==> src/mbs_pkg.sv <==
package mbs_pkg;

  // ==========================================================
  // Function codes and exception codes
  localparam logic [7:0] FN_READ = 8'h03;
  localparam logic [7:0] FN_WR1 = 8'h06;
  localparam logic [7:0] FN_WR1_VOL = 8'h41;
  localparam logic [7:0] FN_WRN = 8'h10;
  localparam logic [7:0] FN_WRN_KEEP = 8'h43;
  localparam logic [7:0] EXC_FLAG = 8'h80;
  localparam logic [7:0] EXC_NONE = 8'h00;
  localparam logic [7:0] EXC_FUNC = 8'h01;
  localparam logic [7:0] EXC_ADDR = 8'h02;
  localparam logic [7:0] EXC_RANGE = 8'h03;
  localparam logic [7:0] EXC_FAIL = 8'h04;
  localparam logic [7:0] EXC_UNSUP = 8'h16;
  localparam logic [7:0] EXC_COUNT = 8'h17;
  localparam logic [7:0] EXC_FRAME = 8'h18;
  localparam logic [7:0] EXC_FIXED = 8'h20;
  localparam logic [7:0] EXC_RUNNING = 8'h21;
  localparam logic [7:0] EXC_PASSWORD = 8'h22;

  // ==========================================================
  // Frame layout and limits
  localparam logic [7:0] SLAVE_BCAST = 8'h00;
  localparam logic [15:0] READ_MAX = 16'h000C;
  localparam logic [15:0] WRN_MAX = 16'h0004;
  localparam logic [15:0] NUM_ZERO = 16'h0000;
  localparam int POS_SLAVE = 0;
  localparam int POS_FUNC = 1;
  localparam int POS_AHI = 2;
  localparam int POS_ALO = 3;
  localparam int POS_NHI = 4;
  localparam int POS_NLO = 5;
  localparam int POS_BC = 6;
  localparam int POS_WDATA = 7;
  localparam int POS_RBC = 2;
  localparam int POS_RDATA = 3;
  localparam int LEN_FIXED = 6;
  localparam int LEN_EXC = 3;
  localparam int READ_MAX_N = 12;

  // ==========================================================
  // Scaling offsets and register groups
  localparam logic [15:0] OFS_WIDE = 16'h03E8;
  localparam logic [15:0] OFS_NARROW = 16'h0064;
  localparam logic [15:0] OFS_NONE = 16'h0000;
  localparam logic [7:0] GRP_LAST = 8'h17;
  localparam logic [7:0] GRP_CTRL = 8'h32;
  localparam logic [7:0] GRP_STAT = 8'h33;

  // ==========================================================
  // Bus idle time before a reply, 3.5 characters of 11 bits
  localparam longint CLK_HZ = 25000000;
  localparam longint BAUD = 9600;
  localparam longint CHAR_BITS = 11;
  localparam longint IDLE_HALF_CHARS = 7;
  localparam longint IDLE_CYCLES_DEF = (IDLE_HALF_CHARS * CHAR_BITS * CLK_HZ + 2 * BAUD - 1) / (2 * BAUD);

  // ==========================================================
  // Decoding helpers
  function automatic logic fn_known(input logic [7:0] f);
    return f == FN_READ || f == FN_WR1 || f == FN_WR1_VOL || f == FN_WRN || f == FN_WRN_KEEP;
  endfunction : fn_known

  function automatic logic fn_multi(input logic [7:0] f);
    return f == FN_WRN || f == FN_WRN_KEEP;
  endfunction : fn_multi

  function automatic logic save_of(input logic [7:0] f, input logic sel);
    case (f)
      FN_WR1_VOL: return 1'b0;
      FN_WRN_KEEP: return 1'b1;
      default: return sel;
    endcase
  endfunction : save_of

  function automatic logic group_ok(input logic [7:0] g);
    case (g)
      8'h0C, 8'h0E, 8'h16: return 1'b0;
      GRP_CTRL, GRP_STAT: return 1'b1;
      default: return g <= GRP_LAST;
    endcase
  endfunction : group_ok

  function automatic logic [15:0] scale_offset(input logic [15:0] a);
    case (a)
      16'h0403, 16'h1501, 16'h1005, 16'h1008, 16'h100B, 16'h100E, 16'h1016, 16'h1018: return OFS_WIDE;
      16'h1006, 16'h1009: return OFS_NARROW;
      default: return OFS_NONE;
    endcase
  endfunction : scale_offset

endpackage : mbs_pkg

==> src/mbs_mem_if.sv <==
`timescale 1ns/1ps
interface mbs_mem_if #(
  parameter int AW = 5,
  parameter int DW = 8
);
  logic we;
  logic [AW-1:0] waddr;
  logic [DW-1:0] wdata;
  logic [AW-1:0] raddr;
  logic [DW-1:0] rdata;
  modport user (output we, output waddr, output wdata, output raddr, input rdata);
  modport store (input we, input waddr, input wdata, input raddr, output rdata);
endinterface : mbs_mem_if

==> src/mbs_frame_mem.sv <==
`timescale 1ns/1ps
// Frame byte store: holds the request, then the reply built over it.
module mbs_frame_mem #(
  parameter int DEPTH = 32,
  parameter int DW = 8
) (
  // Clock
  input wire logic clk,
  // Access port
  mbs_mem_if.store port
);
  logic [DW-1:0] cells [DEPTH];

  always_ff @(posedge clk) begin
    if (port.we) begin
      cells[port.waddr] <= port.wdata;
    end
    port.rdata <= cells[port.raddr];
  end
endmodule : mbs_frame_mem

==> src/mbs_scale.sv <==
`timescale 1ns/1ps
// Converts between communication values and actual parameter values.
module mbs_scale
  import mbs_pkg::*;
(
  // Conversion request
  input wire logic [15:0] reg_addr,
  input wire logic [15:0] value,
  input wire logic to_comm,
  // Result
  output logic [15:0] result,
  output logic out_of_range
);
  logic [15:0] ofs;

  always_comb begin
    ofs = scale_offset(reg_addr);
    result = to_comm ? value + ofs : value - ofs;
    out_of_range = !to_comm && ofs != OFS_NONE && value > {ofs[14:0], 1'b0};
  end
endmodule : mbs_scale

==> src/mbs_slave.sv <==
// Operation
// - Wide signed parameters travel as 0..2000 meaning -1000..+1000.
// - Narrow signed parameters travel as 0..200 meaning -100..+100.
// - All other values travel unsigned in their resolution step.
// - Read uses 0x03, count 1..12; reply holds byte count and data.
// - Single write uses 0x06 or 0x41; reply echoes address and content.
// - Code 0x41 is never saved; 0x06 follows the save selection.
// - Multi write uses 0x10 or 0x43, count up to 4; reply echoes start, count.
// - Code 0x43 is always saved; 0x10 follows the save selection.
// - Multi write updates consecutive registers from the start address.
// - Registers are stored in ascending address order.
// - A failed store stops the write and is reported with the store's exception code.
// - A failure answers with function code plus 0x80 and an exception code.
// - Codes 0x01 function, 0x02 address, 0x03 limit, 0x04 slave fault.
// - Codes 0x16 unsupported, 0x17 bad count, 0x18 bad length or check.
// - Codes 0x20 fixed, 0x21 locked while running, 0x22 password protected.
// - Function, control and status parameters are 16-bit holding registers.
// - Register address is group in high byte, index in low byte.
// - High byte is the binary group number; listed groups are mapped.
// - Address 0 is broadcast; replies carry only the own address.
// - Multi-byte fields go most significant byte first.
// - Frames are separated by at least 3.5 character times of idle.
`timescale 1ns/1ps
module mbs_slave
  import mbs_pkg::*;
#(
  parameter int MEM_DEPTH = 32,
  parameter longint IDLE_CYCLES = IDLE_CYCLES_DEF
) (
  // Clock and reset
  input wire logic CORE_CLK,
  input wire logic RESET,
  // Configuration
  input wire logic [7:0] SLAVE_ADDR,
  input wire logic POWER_LOSS_SAVE_SELECT,
  // Received frame bytes
  input wire logic RX_VALID,
  input wire logic [7:0] RX_DATA,
  input wire logic RX_END,
  input wire logic RX_CHECK_OK,
  // Reply frame bytes
  output logic TX_VALID,
  output logic [7:0] TX_DATA,
  output logic TX_LAST,
  input wire logic TX_READY,
  // Parameter store access
  output logic PAR_REQ,
  output logic PAR_WRITE,
  output logic [15:0] PAR_ADDR,
  output logic [15:0] PAR_WDATA,
  output logic PAR_SAVE,
  input wire logic PAR_ACK,
  input wire logic [15:0] PAR_RDATA,
  input wire logic [7:0] PAR_EXC
);

  localparam int AW = $clog2(MEM_DEPTH);
  localparam int CW = AW + 1;
  localparam int IW = $clog2(IDLE_CYCLES + 1);
  localparam int MIN_DEPTH = POS_RDATA + 2 * READ_MAX_N;

  if (MEM_DEPTH < MIN_DEPTH || IDLE_CYCLES < 1) begin : g_bad_param
    $error("MEM_DEPTH must hold a full read reply and IDLE_CYCLES must be at least one");
  end

  typedef enum logic [3:0] {
    ST_RECV, ST_CHECK, ST_SETUP, ST_RDHI, ST_RDLO, ST_REQ, ST_WAIT,
    ST_WRHI, ST_WRLO, ST_NEXT, ST_HOLD, ST_TXLD, ST_TXPUT, ST_TXSEND
  } mbs_state_t;

  // ==========================================================
  // State
  mbs_state_t state, next_state;
  logic [CW-1:0] cnt, next_cnt;
  logic [7:0] slave, next_slave;
  logic [7:0] func, next_func;
  logic [7:0] bc, next_bc;
  logic [7:0] exc, next_exc;
  logic [7:0] data_hi, next_data_hi;
  logic [15:0] addr, next_addr;
  logic [15:0] num, next_num;
  logic [15:0] word, next_word;
  logic [3:0] idx, next_idx;
  logic chk_ok, next_chk_ok;
  logic [IW-1:0] idle_cnt, next_idle_cnt;
  logic [AW-1:0] tx_idx, next_tx_idx;
  logic [AW-1:0] tx_len, next_tx_len;
  logic tx_valid, next_tx_valid;
  logic [7:0] tx_data, next_tx_data;
  logic tx_last, next_tx_last;
  logic par_req, next_par_req;
  logic par_write, next_par_write;
  logic [15:0] par_addr, next_par_addr;
  logic [15:0] par_wdata, next_par_wdata;
  logic par_save, next_par_save;

  // ==========================================================
  // Helpers
  logic is_read;
  logic is_multi;
  logic [15:0] reg_addr;
  logic [AW-1:0] wbase;
  logic [AW-1:0] rbase;
  logic [15:0] sc_value;
  logic sc_to_comm;
  logic [15:0] sc_result;
  logic sc_oor;

  mbs_mem_if #(.AW(AW), .DW(8)) mem ();

  mbs_frame_mem #(.DEPTH(MEM_DEPTH), .DW(8)) u_mem (
    .clk(CORE_CLK),
    .port(mem.store)
  );

  mbs_scale u_scale (
    .reg_addr(reg_addr),
    .value(sc_value),
    .to_comm(sc_to_comm),
    .result(sc_result),
    .out_of_range(sc_oor)
  );

  assign is_read = func == FN_READ;
  assign is_multi = fn_multi(func);
  assign reg_addr = addr + 16'(idx);
  assign wbase = is_multi ? AW'(POS_WDATA + 2 * int'(idx)) : AW'(POS_NHI);
  assign rbase = AW'(POS_RDATA + 2 * int'(idx));
  assign sc_to_comm = state == ST_WAIT;
  assign sc_value = sc_to_comm ? PAR_RDATA : {data_hi, mem.rdata};

  // ==========================================================
  // Next-state logic
  always_comb begin
    logic [7:0] verdict;
    verdict = EXC_NONE;
    if (!chk_ok) begin
      verdict = EXC_FRAME;
    end else if (!fn_known(func)) begin
      verdict = EXC_FUNC;
    end else if (is_multi) begin
      if (num == NUM_ZERO || num > WRN_MAX || 16'(bc) != {num[14:0], 1'b0}) begin
        verdict = EXC_COUNT;
      end else if (16'(cnt) != 16'(POS_WDATA) + 16'(bc)) begin
        verdict = EXC_FRAME;
      end
    end else if (16'(cnt) != 16'(LEN_FIXED)) begin
      verdict = EXC_FRAME;
    end else if (is_read && (num == NUM_ZERO || num > READ_MAX)) begin
      verdict = EXC_COUNT;
    end
    if (verdict == EXC_NONE && !group_ok(addr[15:8])) begin
      verdict = EXC_ADDR;
    end

    next_state = state;
    next_cnt = cnt;
    next_slave = slave;
    next_func = func;
    next_bc = bc;
    next_exc = exc;
    next_data_hi = data_hi;
    next_addr = addr;
    next_num = num;
    next_word = word;
    next_idx = idx;
    next_chk_ok = chk_ok;
    next_idle_cnt = idle_cnt;
    next_tx_idx = tx_idx;
    next_tx_len = tx_len;
    next_tx_valid = tx_valid;
    next_tx_data = tx_data;
    next_tx_last = tx_last;
    next_par_req = par_req;
    next_par_write = par_write;
    next_par_addr = par_addr;
    next_par_wdata = par_wdata;
    next_par_save = par_save;
    mem.we = 1'b0;
    mem.waddr = '0;
    mem.wdata = 8'h00;
    mem.raddr = '0;
    if (idle_cnt != '0) begin
      next_idle_cnt = idle_cnt - 1'b1;
    end

    case (state)
      ST_RECV: begin
        if (RX_VALID) begin
          if (cnt < CW'(MEM_DEPTH)) begin
            mem.we = 1'b1;
            mem.waddr = cnt[AW-1:0];
            mem.wdata = RX_DATA;
            next_cnt = cnt + 1'b1;
          end
          case (int'(cnt))
            POS_SLAVE: next_slave = RX_DATA;
            POS_FUNC: next_func = RX_DATA;
            POS_AHI: next_addr[15:8] = RX_DATA;
            POS_ALO: next_addr[7:0] = RX_DATA;
            POS_NHI: next_num[15:8] = RX_DATA;
            POS_NLO: next_num[7:0] = RX_DATA;
            POS_BC: next_bc = RX_DATA;
            default: ;
          endcase
        end
        if (RX_END) begin
          next_chk_ok = RX_CHECK_OK;
          next_idle_cnt = IW'(IDLE_CYCLES);
          next_state = ST_CHECK;
        end
      end
      ST_CHECK: begin
        next_cnt = '0;
        next_idx = 4'h0;
        next_exc = verdict;
        if (slave != SLAVE_ADDR && slave != SLAVE_BCAST) begin
          next_state = ST_RECV;
        end else if (verdict != EXC_NONE) begin
          next_state = ST_HOLD;
        end else if (is_read && slave == SLAVE_BCAST) begin
          next_state = ST_RECV;
        end else begin
          next_state = ST_SETUP;
        end
      end
      ST_SETUP: begin
        if (is_read) begin
          mem.we = 1'b1;
          mem.waddr = AW'(POS_RBC);
          mem.wdata = {num[6:0], 1'b0};
          next_state = ST_REQ;
        end else begin
          next_state = ST_RDHI;
        end
      end
      ST_RDHI: begin
        mem.raddr = wbase;
        next_state = ST_RDLO;
      end
      ST_RDLO: begin
        mem.raddr = wbase + 1'b1;
        next_data_hi = mem.rdata;
        next_state = ST_REQ;
      end
      ST_REQ: begin
        if (!is_read && sc_oor) begin
          next_exc = EXC_RANGE;
          next_state = ST_HOLD;
        end else begin
          next_par_req = 1'b1;
          next_par_write = !is_read;
          next_par_addr = reg_addr;
          next_par_wdata = sc_result;
          next_par_save = save_of(func, POWER_LOSS_SAVE_SELECT);
          next_state = ST_WAIT;
        end
      end
      ST_WAIT: begin
        if (PAR_ACK) begin
          next_par_req = 1'b0;
          if (PAR_EXC != EXC_NONE) begin
            next_exc = PAR_EXC;
            next_state = ST_HOLD;
          end else if (is_read) begin
            next_word = sc_result;
            next_state = ST_WRHI;
          end else begin
            next_state = ST_NEXT;
          end
        end
      end
      ST_WRHI: begin
        mem.we = 1'b1;
        mem.waddr = rbase;
        mem.wdata = word[15:8];
        next_state = ST_WRLO;
      end
      ST_WRLO: begin
        mem.we = 1'b1;
        mem.waddr = rbase + 1'b1;
        mem.wdata = word[7:0];
        next_state = ST_NEXT;
      end
      ST_NEXT: begin
        if ((!is_read && !is_multi) || 16'(idx) + 16'h0001 == num) begin
          next_state = ST_HOLD;
        end else begin
          next_idx = idx + 1'b1;
          next_state = is_read ? ST_REQ : ST_RDHI;
        end
      end
      ST_HOLD: begin
        if (slave == SLAVE_BCAST) begin
          next_state = ST_RECV;
        end else if (idle_cnt == '0) begin
          next_tx_idx = '0;
          if (exc != EXC_NONE) begin
            next_tx_len = AW'(LEN_EXC);
          end else if (is_read) begin
            next_tx_len = AW'(POS_RDATA + 2 * int'(num[3:0]));
          end else begin
            next_tx_len = AW'(LEN_FIXED);
          end
          next_state = ST_TXLD;
        end
      end
      ST_TXLD: begin
        mem.raddr = tx_idx;
        next_state = ST_TXPUT;
      end
      ST_TXPUT: begin
        if (exc == EXC_NONE) begin
          next_tx_data = mem.rdata;
        end else if (int'(tx_idx) == POS_SLAVE) begin
          next_tx_data = slave;
        end else if (int'(tx_idx) == POS_FUNC) begin
          next_tx_data = func | EXC_FLAG;
        end else begin
          next_tx_data = exc;
        end
        next_tx_valid = 1'b1;
        next_tx_last = tx_idx == tx_len - 1'b1;
        next_state = ST_TXSEND;
      end
      ST_TXSEND: begin
        if (TX_READY) begin
          next_tx_valid = 1'b0;
          next_tx_last = 1'b0;
          next_tx_idx = tx_idx + 1'b1;
          next_state = tx_last ? ST_RECV : ST_TXLD;
        end
      end
      default: next_state = ST_RECV;
    endcase
  end

  // ==========================================================
  // Registers
  always_ff @(posedge CORE_CLK) begin
    if (RESET) begin
      state <= ST_RECV;
      cnt <= '0;
      slave <= 8'h00;
      func <= 8'h00;
      bc <= 8'h00;
      exc <= EXC_NONE;
      data_hi <= 8'h00;
      addr <= 16'h0000;
      num <= 16'h0000;
      word <= 16'h0000;
      idx <= 4'h0;
      chk_ok <= 1'b0;
      idle_cnt <= '0;
      tx_idx <= '0;
      tx_len <= '0;
      tx_valid <= 1'b0;
      tx_data <= 8'h00;
      tx_last <= 1'b0;
      par_req <= 1'b0;
      par_write <= 1'b0;
      par_addr <= 16'h0000;
      par_wdata <= 16'h0000;
      par_save <= 1'b0;
    end else begin
      state <= next_state;
      cnt <= next_cnt;
      slave <= next_slave;
      func <= next_func;
      bc <= next_bc;
      exc <= next_exc;
      data_hi <= next_data_hi;
      addr <= next_addr;
      num <= next_num;
      word <= next_word;
      idx <= next_idx;
      chk_ok <= next_chk_ok;
      idle_cnt <= next_idle_cnt;
      tx_idx <= next_tx_idx;
      tx_len <= next_tx_len;
      tx_valid <= next_tx_valid;
      tx_data <= next_tx_data;
      tx_last <= next_tx_last;
      par_req <= next_par_req;
      par_write <= next_par_write;
      par_addr <= next_par_addr;
      par_wdata <= next_par_wdata;
      par_save <= next_par_save;
    end
  end

  assign TX_VALID = tx_valid;
  assign TX_DATA = tx_data;
  assign TX_LAST = tx_last;
  assign PAR_REQ = par_req;
  assign PAR_WRITE = par_write;
  assign PAR_ADDR = par_addr;
  assign PAR_WDATA = par_wdata;
  assign PAR_SAVE = par_save;

endmodule : mbs_slave

==> config.mk <==
export PLATFORM = sky130hd
export DESIGN_NAME = mbs_slave
export DESIGN_NICKNAME = d
export VERILOG_FILES = /design/src/mbs_pkg.sv /design/src/mbs_mem_if.sv /design/src/mbs_frame_mem.sv /design/src/mbs_scale.sv /design/src/mbs_slave.sv
export SDC_FILE = /design/constraint.sdc
export NUM_CORES = 1
export LEC_CHECK = 0
export ABC_AREA = 0
export BUFFER_PORTS_ARGS = -buffer_cell sky130_fd_sc_hd__buf_4
export CAP_MARGIN = 40
export CORE_ASPECT_RATIO = 0.8
export CORE_MARGIN = 3
export CORE_UTILIZATION = 27
export DETAILED_ROUTE_END_ITERATION = 8
export GPL_TIMING_DRIVEN = 0
export PLACE_DENSITY = 0.42
export SYNTH_ARGS = -nofsm -noshare
export SYNTH_HDL_FRONTEND = slang
export SYNTH_SLANG_ARGS = --single-unit
==> constraint.sdc <==
create_clock -name CORE_CLK -period 6.6 [get_ports CORE_CLK]
set_clock_uncertainty 0.15 [all_clocks]
set_input_delay 0 -clock CORE_CLK [delete_from_list [all_inputs] [get_ports CORE_CLK]]
set_output_delay 0 -clock CORE_CLK [all_outputs]
set_load 0.1 [all_outputs]
; Word-level counts from Yosys, hierarchy flattened
; Memories as Yosys holds them, arrays and structs flattened. A register that Yosys moved wholly into a read port is not among the register bits.
; Cells that the tools add are included.
[totals]
reg_bits = 175
latch_bits = 0
ramBits = 256
rom_bits = 0
in_bits = 48
out_inout_bits = 45
elab_cells = 242
memories = 1
[op_classes]
addsub = 15
n_mul = 0
n_div = 0
n_lt_le_gt_ge = 5
n_eq_ne = 58
n_shift = 0
n_mux = 71
bitwise = 3
reduce_logical = 64
[mem_list]
columns = name, words, word_bits, rd, rd_ports_with_merged_regs, wr, line_no
row1 = u_mem.cells, 32, 8, 1, 1, 1, mbs_frame_mem.sv:12  ; logic [DW-1:0] cells [DEPTH];
[ops]
columns = cell, n
row1 = $eq A16 B13 Y1 const B, 9
row2 = $mux W8, 13
row3 = $mux W5, 12
row4 = $pmux W4 S14, 1
row5 = $mux W4, 13
row6 = $mux W17, 3
row7 = $mux W16, 2
row8 = $pmux W8 S4, 1
row9 = $reduce_bool A8 Y1, 4
row10 = $reduce_and A3 Y1, 10
row11 = $eq A4 B4 Y1 const B, 6
row12 = $logic_not A8 Y1, 3
row13 = $pmux W8 S3, 1
row14 = $ne A2 B2 Y1 const B, 10
row15 = $pmux W10 S2, 1
row16 = $pmux W5 S4, 1
row17 = $eq A6 B3 Y1 const B, 3
row18 = $logic_not A17 Y1, 1
row19 = $reduce_bool A17 Y1, 1
row20 = $sub A17 B1 Y17 const B, 1
row21 = $add A16 B10 Y16, 1
row22 = $add A16 B4 Y16, 1
row23 = $eq A16 B11 Y1 const B, 1
row24 = $eq A4 B3 Y1 const B, 4
row25 = other kinds (59), 113

; Longest topological paths before layout
[depth]
depth_word = 15
ltp_mapped = 22
depth_no_buf = 22

; Cells and area by module
; A second synthesis with hierarchy kept.
[unflattened]
hier_cells = 1842
area_unflattened_um2 = 20553.5
[by_module_without_submodules]
columns = mod, n_inst, cells_per_inst, area_each_um2, seq_area_each_um2
row1 = mbs_frame_mem, 1, 417, 10053.4, 7847.5
row2 = mbs_slave, 1, 1265, 9366.5, 3503.4
row3 = mbs_scale, 1, 160, 1133.6, 0.0

; Least setup slack after synthesis
; OpenSTA, ideal clock, no wires.
[synth_timing]
path_type = register to register
startpoint = reg addr[0]
endpoint = reg word[15]
setup_time_ns = 0.154
arrival_ns = 5.413
t_required_ns = 6.296
setup_slack_ns = 0.883
path_stages_with_launch = 22
path_buffers = 0
period_less_slack_ns = 5.717
path_cell_list = dfxtp_1 ha_1 fa_1 a21o_1 a21oi_1 nand3b_1 nor3_1 xor2_1 or4_1 or3_1 ha_1 nand2b_1 o22ai_1 ha_1 a211oi_1 nor2_1 o41a_1 o41ai_1 o21ai_0 a2111oi_0 a41o_1 a21oi_1
[synth_via]
elab_chain_len = 6
word_cells_on_any_way = 17
cone_classes = add/sub (3) / eq/ne (10) / mux (2) / reduce/logical (2)
[synth_rtl]
columns = element, line_no
row1 = from (decl), mbs_slave.sv:80  ; logic [15:0] addr, next_addr;
row2 = from (signal assigned), mbs_slave.sv:373  ; addr <= next_addr;
row3 = $add A16 B4 Y16 (*), mbs_slave.sv:126  ; assign reg_addr = addr + 16'(idx);
row4 = $eq A16 B11 Y1 / $eq A16 B13 Y1 (equally long branches), mbs_pkg.sv:87  ; case (a)
row5 = $reduce_or A8 Y1 / $reduce_or A2 Y1 (equally long branches), mbs_pkg.sv:87
row6 = $pmux W10 S2 (*), mbs_pkg.sv:87
row7 = $sub A16 B10 Y16 / $add A16 B10 Y16 (equally long branches), mbs_scale.sv:18  ; result = to_comm ? value + ofs : value - ofs;
row8 = $mux W16 (*), mbs_scale.sv:18
row9 = to (signal assigned), mbs_slave.sv:375  ; word <= next_word;
row10 = to (decl), mbs_slave.sv:82  ; logic [15:0] word, next_word;
; Mark *: on every way between the ends. The rest lies on a longest branch, timed or not.
; A chain may end at the register's enable or synchronous reset.

; Final worst setup path
[layout_timing]
startpoint = reg idx[0]
endpoint = reg word[15]
[layout_via]
elab_chain_len = 6
word_cells_on_any_way = 17
cone_classes = add/sub (3) / eq/ne (10) / mux (2) / reduce/logical (2)
[layout_rtl]
columns = element, line_no
row1 = from (decl), mbs_slave.sv:83  ; logic [3:0] idx, next_idx;
row2 = from (signal assigned), mbs_slave.sv:376  ; idx <= next_idx;
row3 = $add A16 B4 Y16 (*), mbs_slave.sv:126
row4 = $eq A16 B11 Y1 / $eq A16 B13 Y1 (equally long branches), mbs_pkg.sv:87
row5 = $reduce_or A8 Y1 / $reduce_or A2 Y1 (equally long branches), mbs_pkg.sv:87
row6 = $pmux W10 S2 (*), mbs_pkg.sv:87
row7 = $sub A16 B10 Y16 / $add A16 B10 Y16 (equally long branches), mbs_scale.sv:18
row8 = $mux W16 (*), mbs_scale.sv:18
; Marked as above.

==> metrics.yaml <==
outcome:
  run_status: "complete, no violations"
synthesis:
  synth.area.top_cells: "sky130_fd_sc_hd__edfxtp_1 37%, sky130_fd_sc_hd__dfxtp_1 18%, sky130_fd_sc_hd__nand2_1 6.5%"
  yosysWarnings: 0
  synth_sequential_area_ratio_pct: 54.9
  synth_async_sr_flop_share_pct: 0
  post_synth_inst_count: 2023
  post_synth_num_cell_types: 82
  ys_dominant_reg_cell: "sky130_fd_sc_hd__edfxtp_1"
  avgSynthCellArea_um2: 10.2
  synth_enable_flop_cells: 256
  synthMostInstantiatedCell: "sky130_fd_sc_hd__nand2_1"
  netlist.top_cell.by_area: "sky130_fd_sc_hd__edfxtp_1"
  yosys-top-cells-count: "357 x sky130_fd_sc_hd__nand2_1, 256 x sky130_fd_sc_hd__edfxtp_1, 202 x sky130_fd_sc_hd__nor2_1, 183 x sky130_fd_sc_hd__dfxtp_1, 151 x sky130_fd_sc_hd__a21oi_1"
  synth_top_area_share_pct: 37.2
  mapped_nets: 2115
  cell_area_after_synthesis_um2: 20700
  synth-seq-cells: 439
clock_network:
  clock_path_buffers: 3
  tritoncts: "done"
  postCtsSetupBuffers: 0
  tritoncts.num_buffers: 51
  clock-root-buffer: "sky130_fd_sc_hd__clkbuf_16"
  clk_latency_ns: 0.62
  clk_pin_slew_ns: 0.06
  cts_sinks: 439
  cts_max_level: 2
power:
  power_per_cell_area_nw_per_um2: 319
  static-leakage-power_nw: 8.63
  power.share.sequential_pct: 42.1
  vdd.ir_drop.worst_v: 0.000214
  power_frac_clock_pct: 34.5
  netSwitchingFraction_pct: 32.9
  combinationalPowerShare_pct: 23.4
  power.net_switching_mw: 2.62
  p_int_mw: 5.34
global_route:
  antenna_found_initial: 0
  grt_pass1_wl_mm: 109
  grt_max_degree: 24
  global_route.overflow_total: 0
  grt.total_usage_pct: 18.5
  via_count_of_the_first_global_routing_pass: 16000
finish:
  final_cells: 3275
  number_of_fillers_in_the_final_layout: 7741
  nNetsFinal: 2318
  syn2layout_area_growth_pct: 20.7
  utilization_pct: 33.0
  layout-drive-gt1-share_pct: 11.2
  insertedDiodeCount: 0
floorplan:
  pin_count: 93
  starting_density_of_the_core_pct: 27.3
  die_area_um2: 80000
  core-area_um2: 75700
  std_cell_rows: 90
  floorplan.die.width_um: 315
  fp.dieH_um: 254
critical_path:
  rrSetupSlack_ns: 0.20
  critPathRequiredTime_ns: 6.92
  setup.worst_path.start: "idx[0]$_SDFFE_PP0P_"
  timing.critical_path.fanout_max: 8
  setup.worst_path.end_class: "register"
  r2r_start: "idx[0]$_SDFFE_PP0P_"
  worstSetupStartpointType: "register"
  cp.arrival_ns: 6.72
  critPathKind: "register to register"
routing:
  drt-vias-per-instance: 5.11
  detail_route.iter0.violations: 1551
  via_count: 16800
  route.detailed.wl_per_inst_um: 23.0
  drc_errors: 0
  drt_pre_antenna_iters: 5
  wl_mm: 75.4
  final_antenna_net_count: 0
timing:
  period_share_pct: 96.9
  max_freq_mhz: 156
  max_slew_margin_pct: 35.2
  rsz0062_at_grt: "false"
  final.min_clock_period_ns: 6.40
  tns_ns: 0
  timing_worst_slew_pin_value_ns: 0.970
  finalHoldViolations: 0
  maxSlewViolCount: 0
  worst_hold_slack_ns: 0.00962
  final-setup-viol-count: 0
place:
  dp_cells: 3149
  port_buffers: 84
  dp_hpwl_mm: 56.7
  globalplace.congestion: 0.878
worst_hold_path:
  hold_path.class: "input port to register"
  startpoint_of_the_lowest_slack_hold_path: "PAR_RDATA[3]"
flow_run:
  drv.max_cap_violation_count: 0
## worst max-delay path: stages (launching register included)
cell	delay, ns
sky130_fd_sc_hd__dfxtp_1	0.33
sky130_fd_sc_hd__ha_1	0.21
sky130_fd_sc_hd__fa_1	0.44
sky130_fd_sc_hd__a21o_1	0.22
sky130_fd_sc_hd__a21oi_2	0.28
sky130_fd_sc_hd__nand3b_1	0.21
sky130_fd_sc_hd__nor3_1	0.08
sky130_fd_sc_hd__xor2_1	0.17
sky130_fd_sc_hd__or4_1	0.62
sky130_fd_sc_hd__or3_4	0.48
sky130_fd_sc_hd__ha_2	0.29
sky130_fd_sc_hd__nand2b_1	0.25
sky130_fd_sc_hd__o22ai_1	0.20
sky130_fd_sc_hd__ha_1	0.27
sky130_fd_sc_hd__a211oi_1	0.21
sky130_fd_sc_hd__nor2_1	0.12
sky130_fd_sc_hd__o41a_1	0.38
sky130_fd_sc_hd__o41ai_2	0.33
sky130_fd_sc_hd__o21ai_0	0.26
sky130_fd_sc_hd__a2111oi_1	0.45
sky130_fd_sc_hd__a41o_1	0.22
sky130_fd_sc_hd__a21oi_1	0.08
## power groups by stage
stage / registers [mW] / clock network [mW] / logic (mW)
floorplan: 3.36 / 0 / 1.09
global placement: 3.41 / 0 / 1.72
detailed placement: 3.40 / 0 / 1.83
CTS: 3.35 / 2.81 / 1.86
global route: 3.37 / 2.91 / 2.02
finish: 3.35 / 2.74 / 1.86
## metal layers
metal  wire, um  up-vias  track usage [%]
li1           -     7782                -
met4       1480        0             4.44
met5          0        -                0
met2      30500      573             25.4
met1      37900     8308             29.0
met3       5510       88             3.87
## registers in the layout (all words and copies together) (netlist names), 5 cells and up
signal / flops
cnt: 6
addr: 16
PAR_WDATA: 16
TX_DATA: 8
word: 16
PAR_ADDR: 16
bc: 8
data_hi: 8
func: 8
tx_len: 5
exc: 8
u_mem.port.rdata: 8
slave: 8
tx_idx: 5
num: 16
u_mem.cells: 256
idle_cnt: 17
## cell usage in the layout (no fill, tap or decap), types with 51 or more instances in the layout
| cell type | Yosys | final |
|---|---|---|
| sky130_fd_sc_hd__nand2_1 | 357 | 357 |
| sky130_fd_sc_hd__edfxtp_1 | 256 | 256 |
| sky130_fd_sc_hd__nor2_1 | 202 | 202 |
| sky130_fd_sc_hd__dfxtp_1 | 183 | 183 |
| sky130_fd_sc_hd__a21oi_1 | 151 | 150 |
| sky130_fd_sc_hd__clkbuf_1 | 97 | 111 |
| sky130_fd_sc_hd__buf_4 | 5 | 104 |
| sky130_fd_sc_hd__xnor2_1 | 55 | 55 |
| sky130_fd_sc_hd__mux2i_1 | 54 | 54 |
| sky130_fd_sc_hd__a211oi_1 | 52 | 52 |
| sky130_fd_sc_hd__clkbuf_16 | 0 | 51 |
## path summary, 6_finish.rpt
check / depth (start not counted) / end
worst max-delay path: 21 / word[15]$_SDFFE_PP0P_
worst min-delay path: 6 / word[3]$_SDFFE_PP0P_
worst max register to register: 21 / word[15]$_SDFFE_PP0P_
worst min register to register: 2 / num[14]$_SDFFE_PP0P_
## cells by family (layout without fill, tap and decap cells)
family / Yosys count / count (layout) / synth area share (%)
flip-flops: 439 / 439 / 54.9
multiplexers: 74 / 74 / 4.59
adder cells (fa/ha/maj): 44 / 44 / 2.74
AO/OA/AOI/OAI: 413 / 413 / 13.1
AND/OR/NAND/NOR: 811 / 811 / 18.0
XOR/XNOR: 87 / 87 / 3.69
buffers and inverters: 155 / 395 / 3.00
## repair_timing
item,CTS,global route
gates resized for setup,3,7
hold endpoints to repair,107,0
hold buffers,35,0
setup endpoints to repair,4,44
## per-stage QoR
stage | area [um^2] | worst slack (ns) | power [mW]
floorplan | 20700 | 0.883 | 4.45
global placement | 22600 | -0.306 | 5.13
detailed placement | 22900 | -0.338 | 5.23
CTS | 24900 | 0.0118 | 8.01
global route | 25000 | 0.00187 | 8.30
finish | 25000 | 0.203 | 7.95
## cell type report
class	instances	area, um^2	area share (%)
multi-input combinational	1429	8750	35.1
clock buffer	70	1400	5.60
timing repair buffer	150	1370	5.47
inverter	28	105	0.421
sequential	439	11400	45.5
buffer	127	515	2.07
clock inverter	20	198	0.792
tap	1012	1270	5.07
Note: power is estimated with default switching activity, not from simulation.
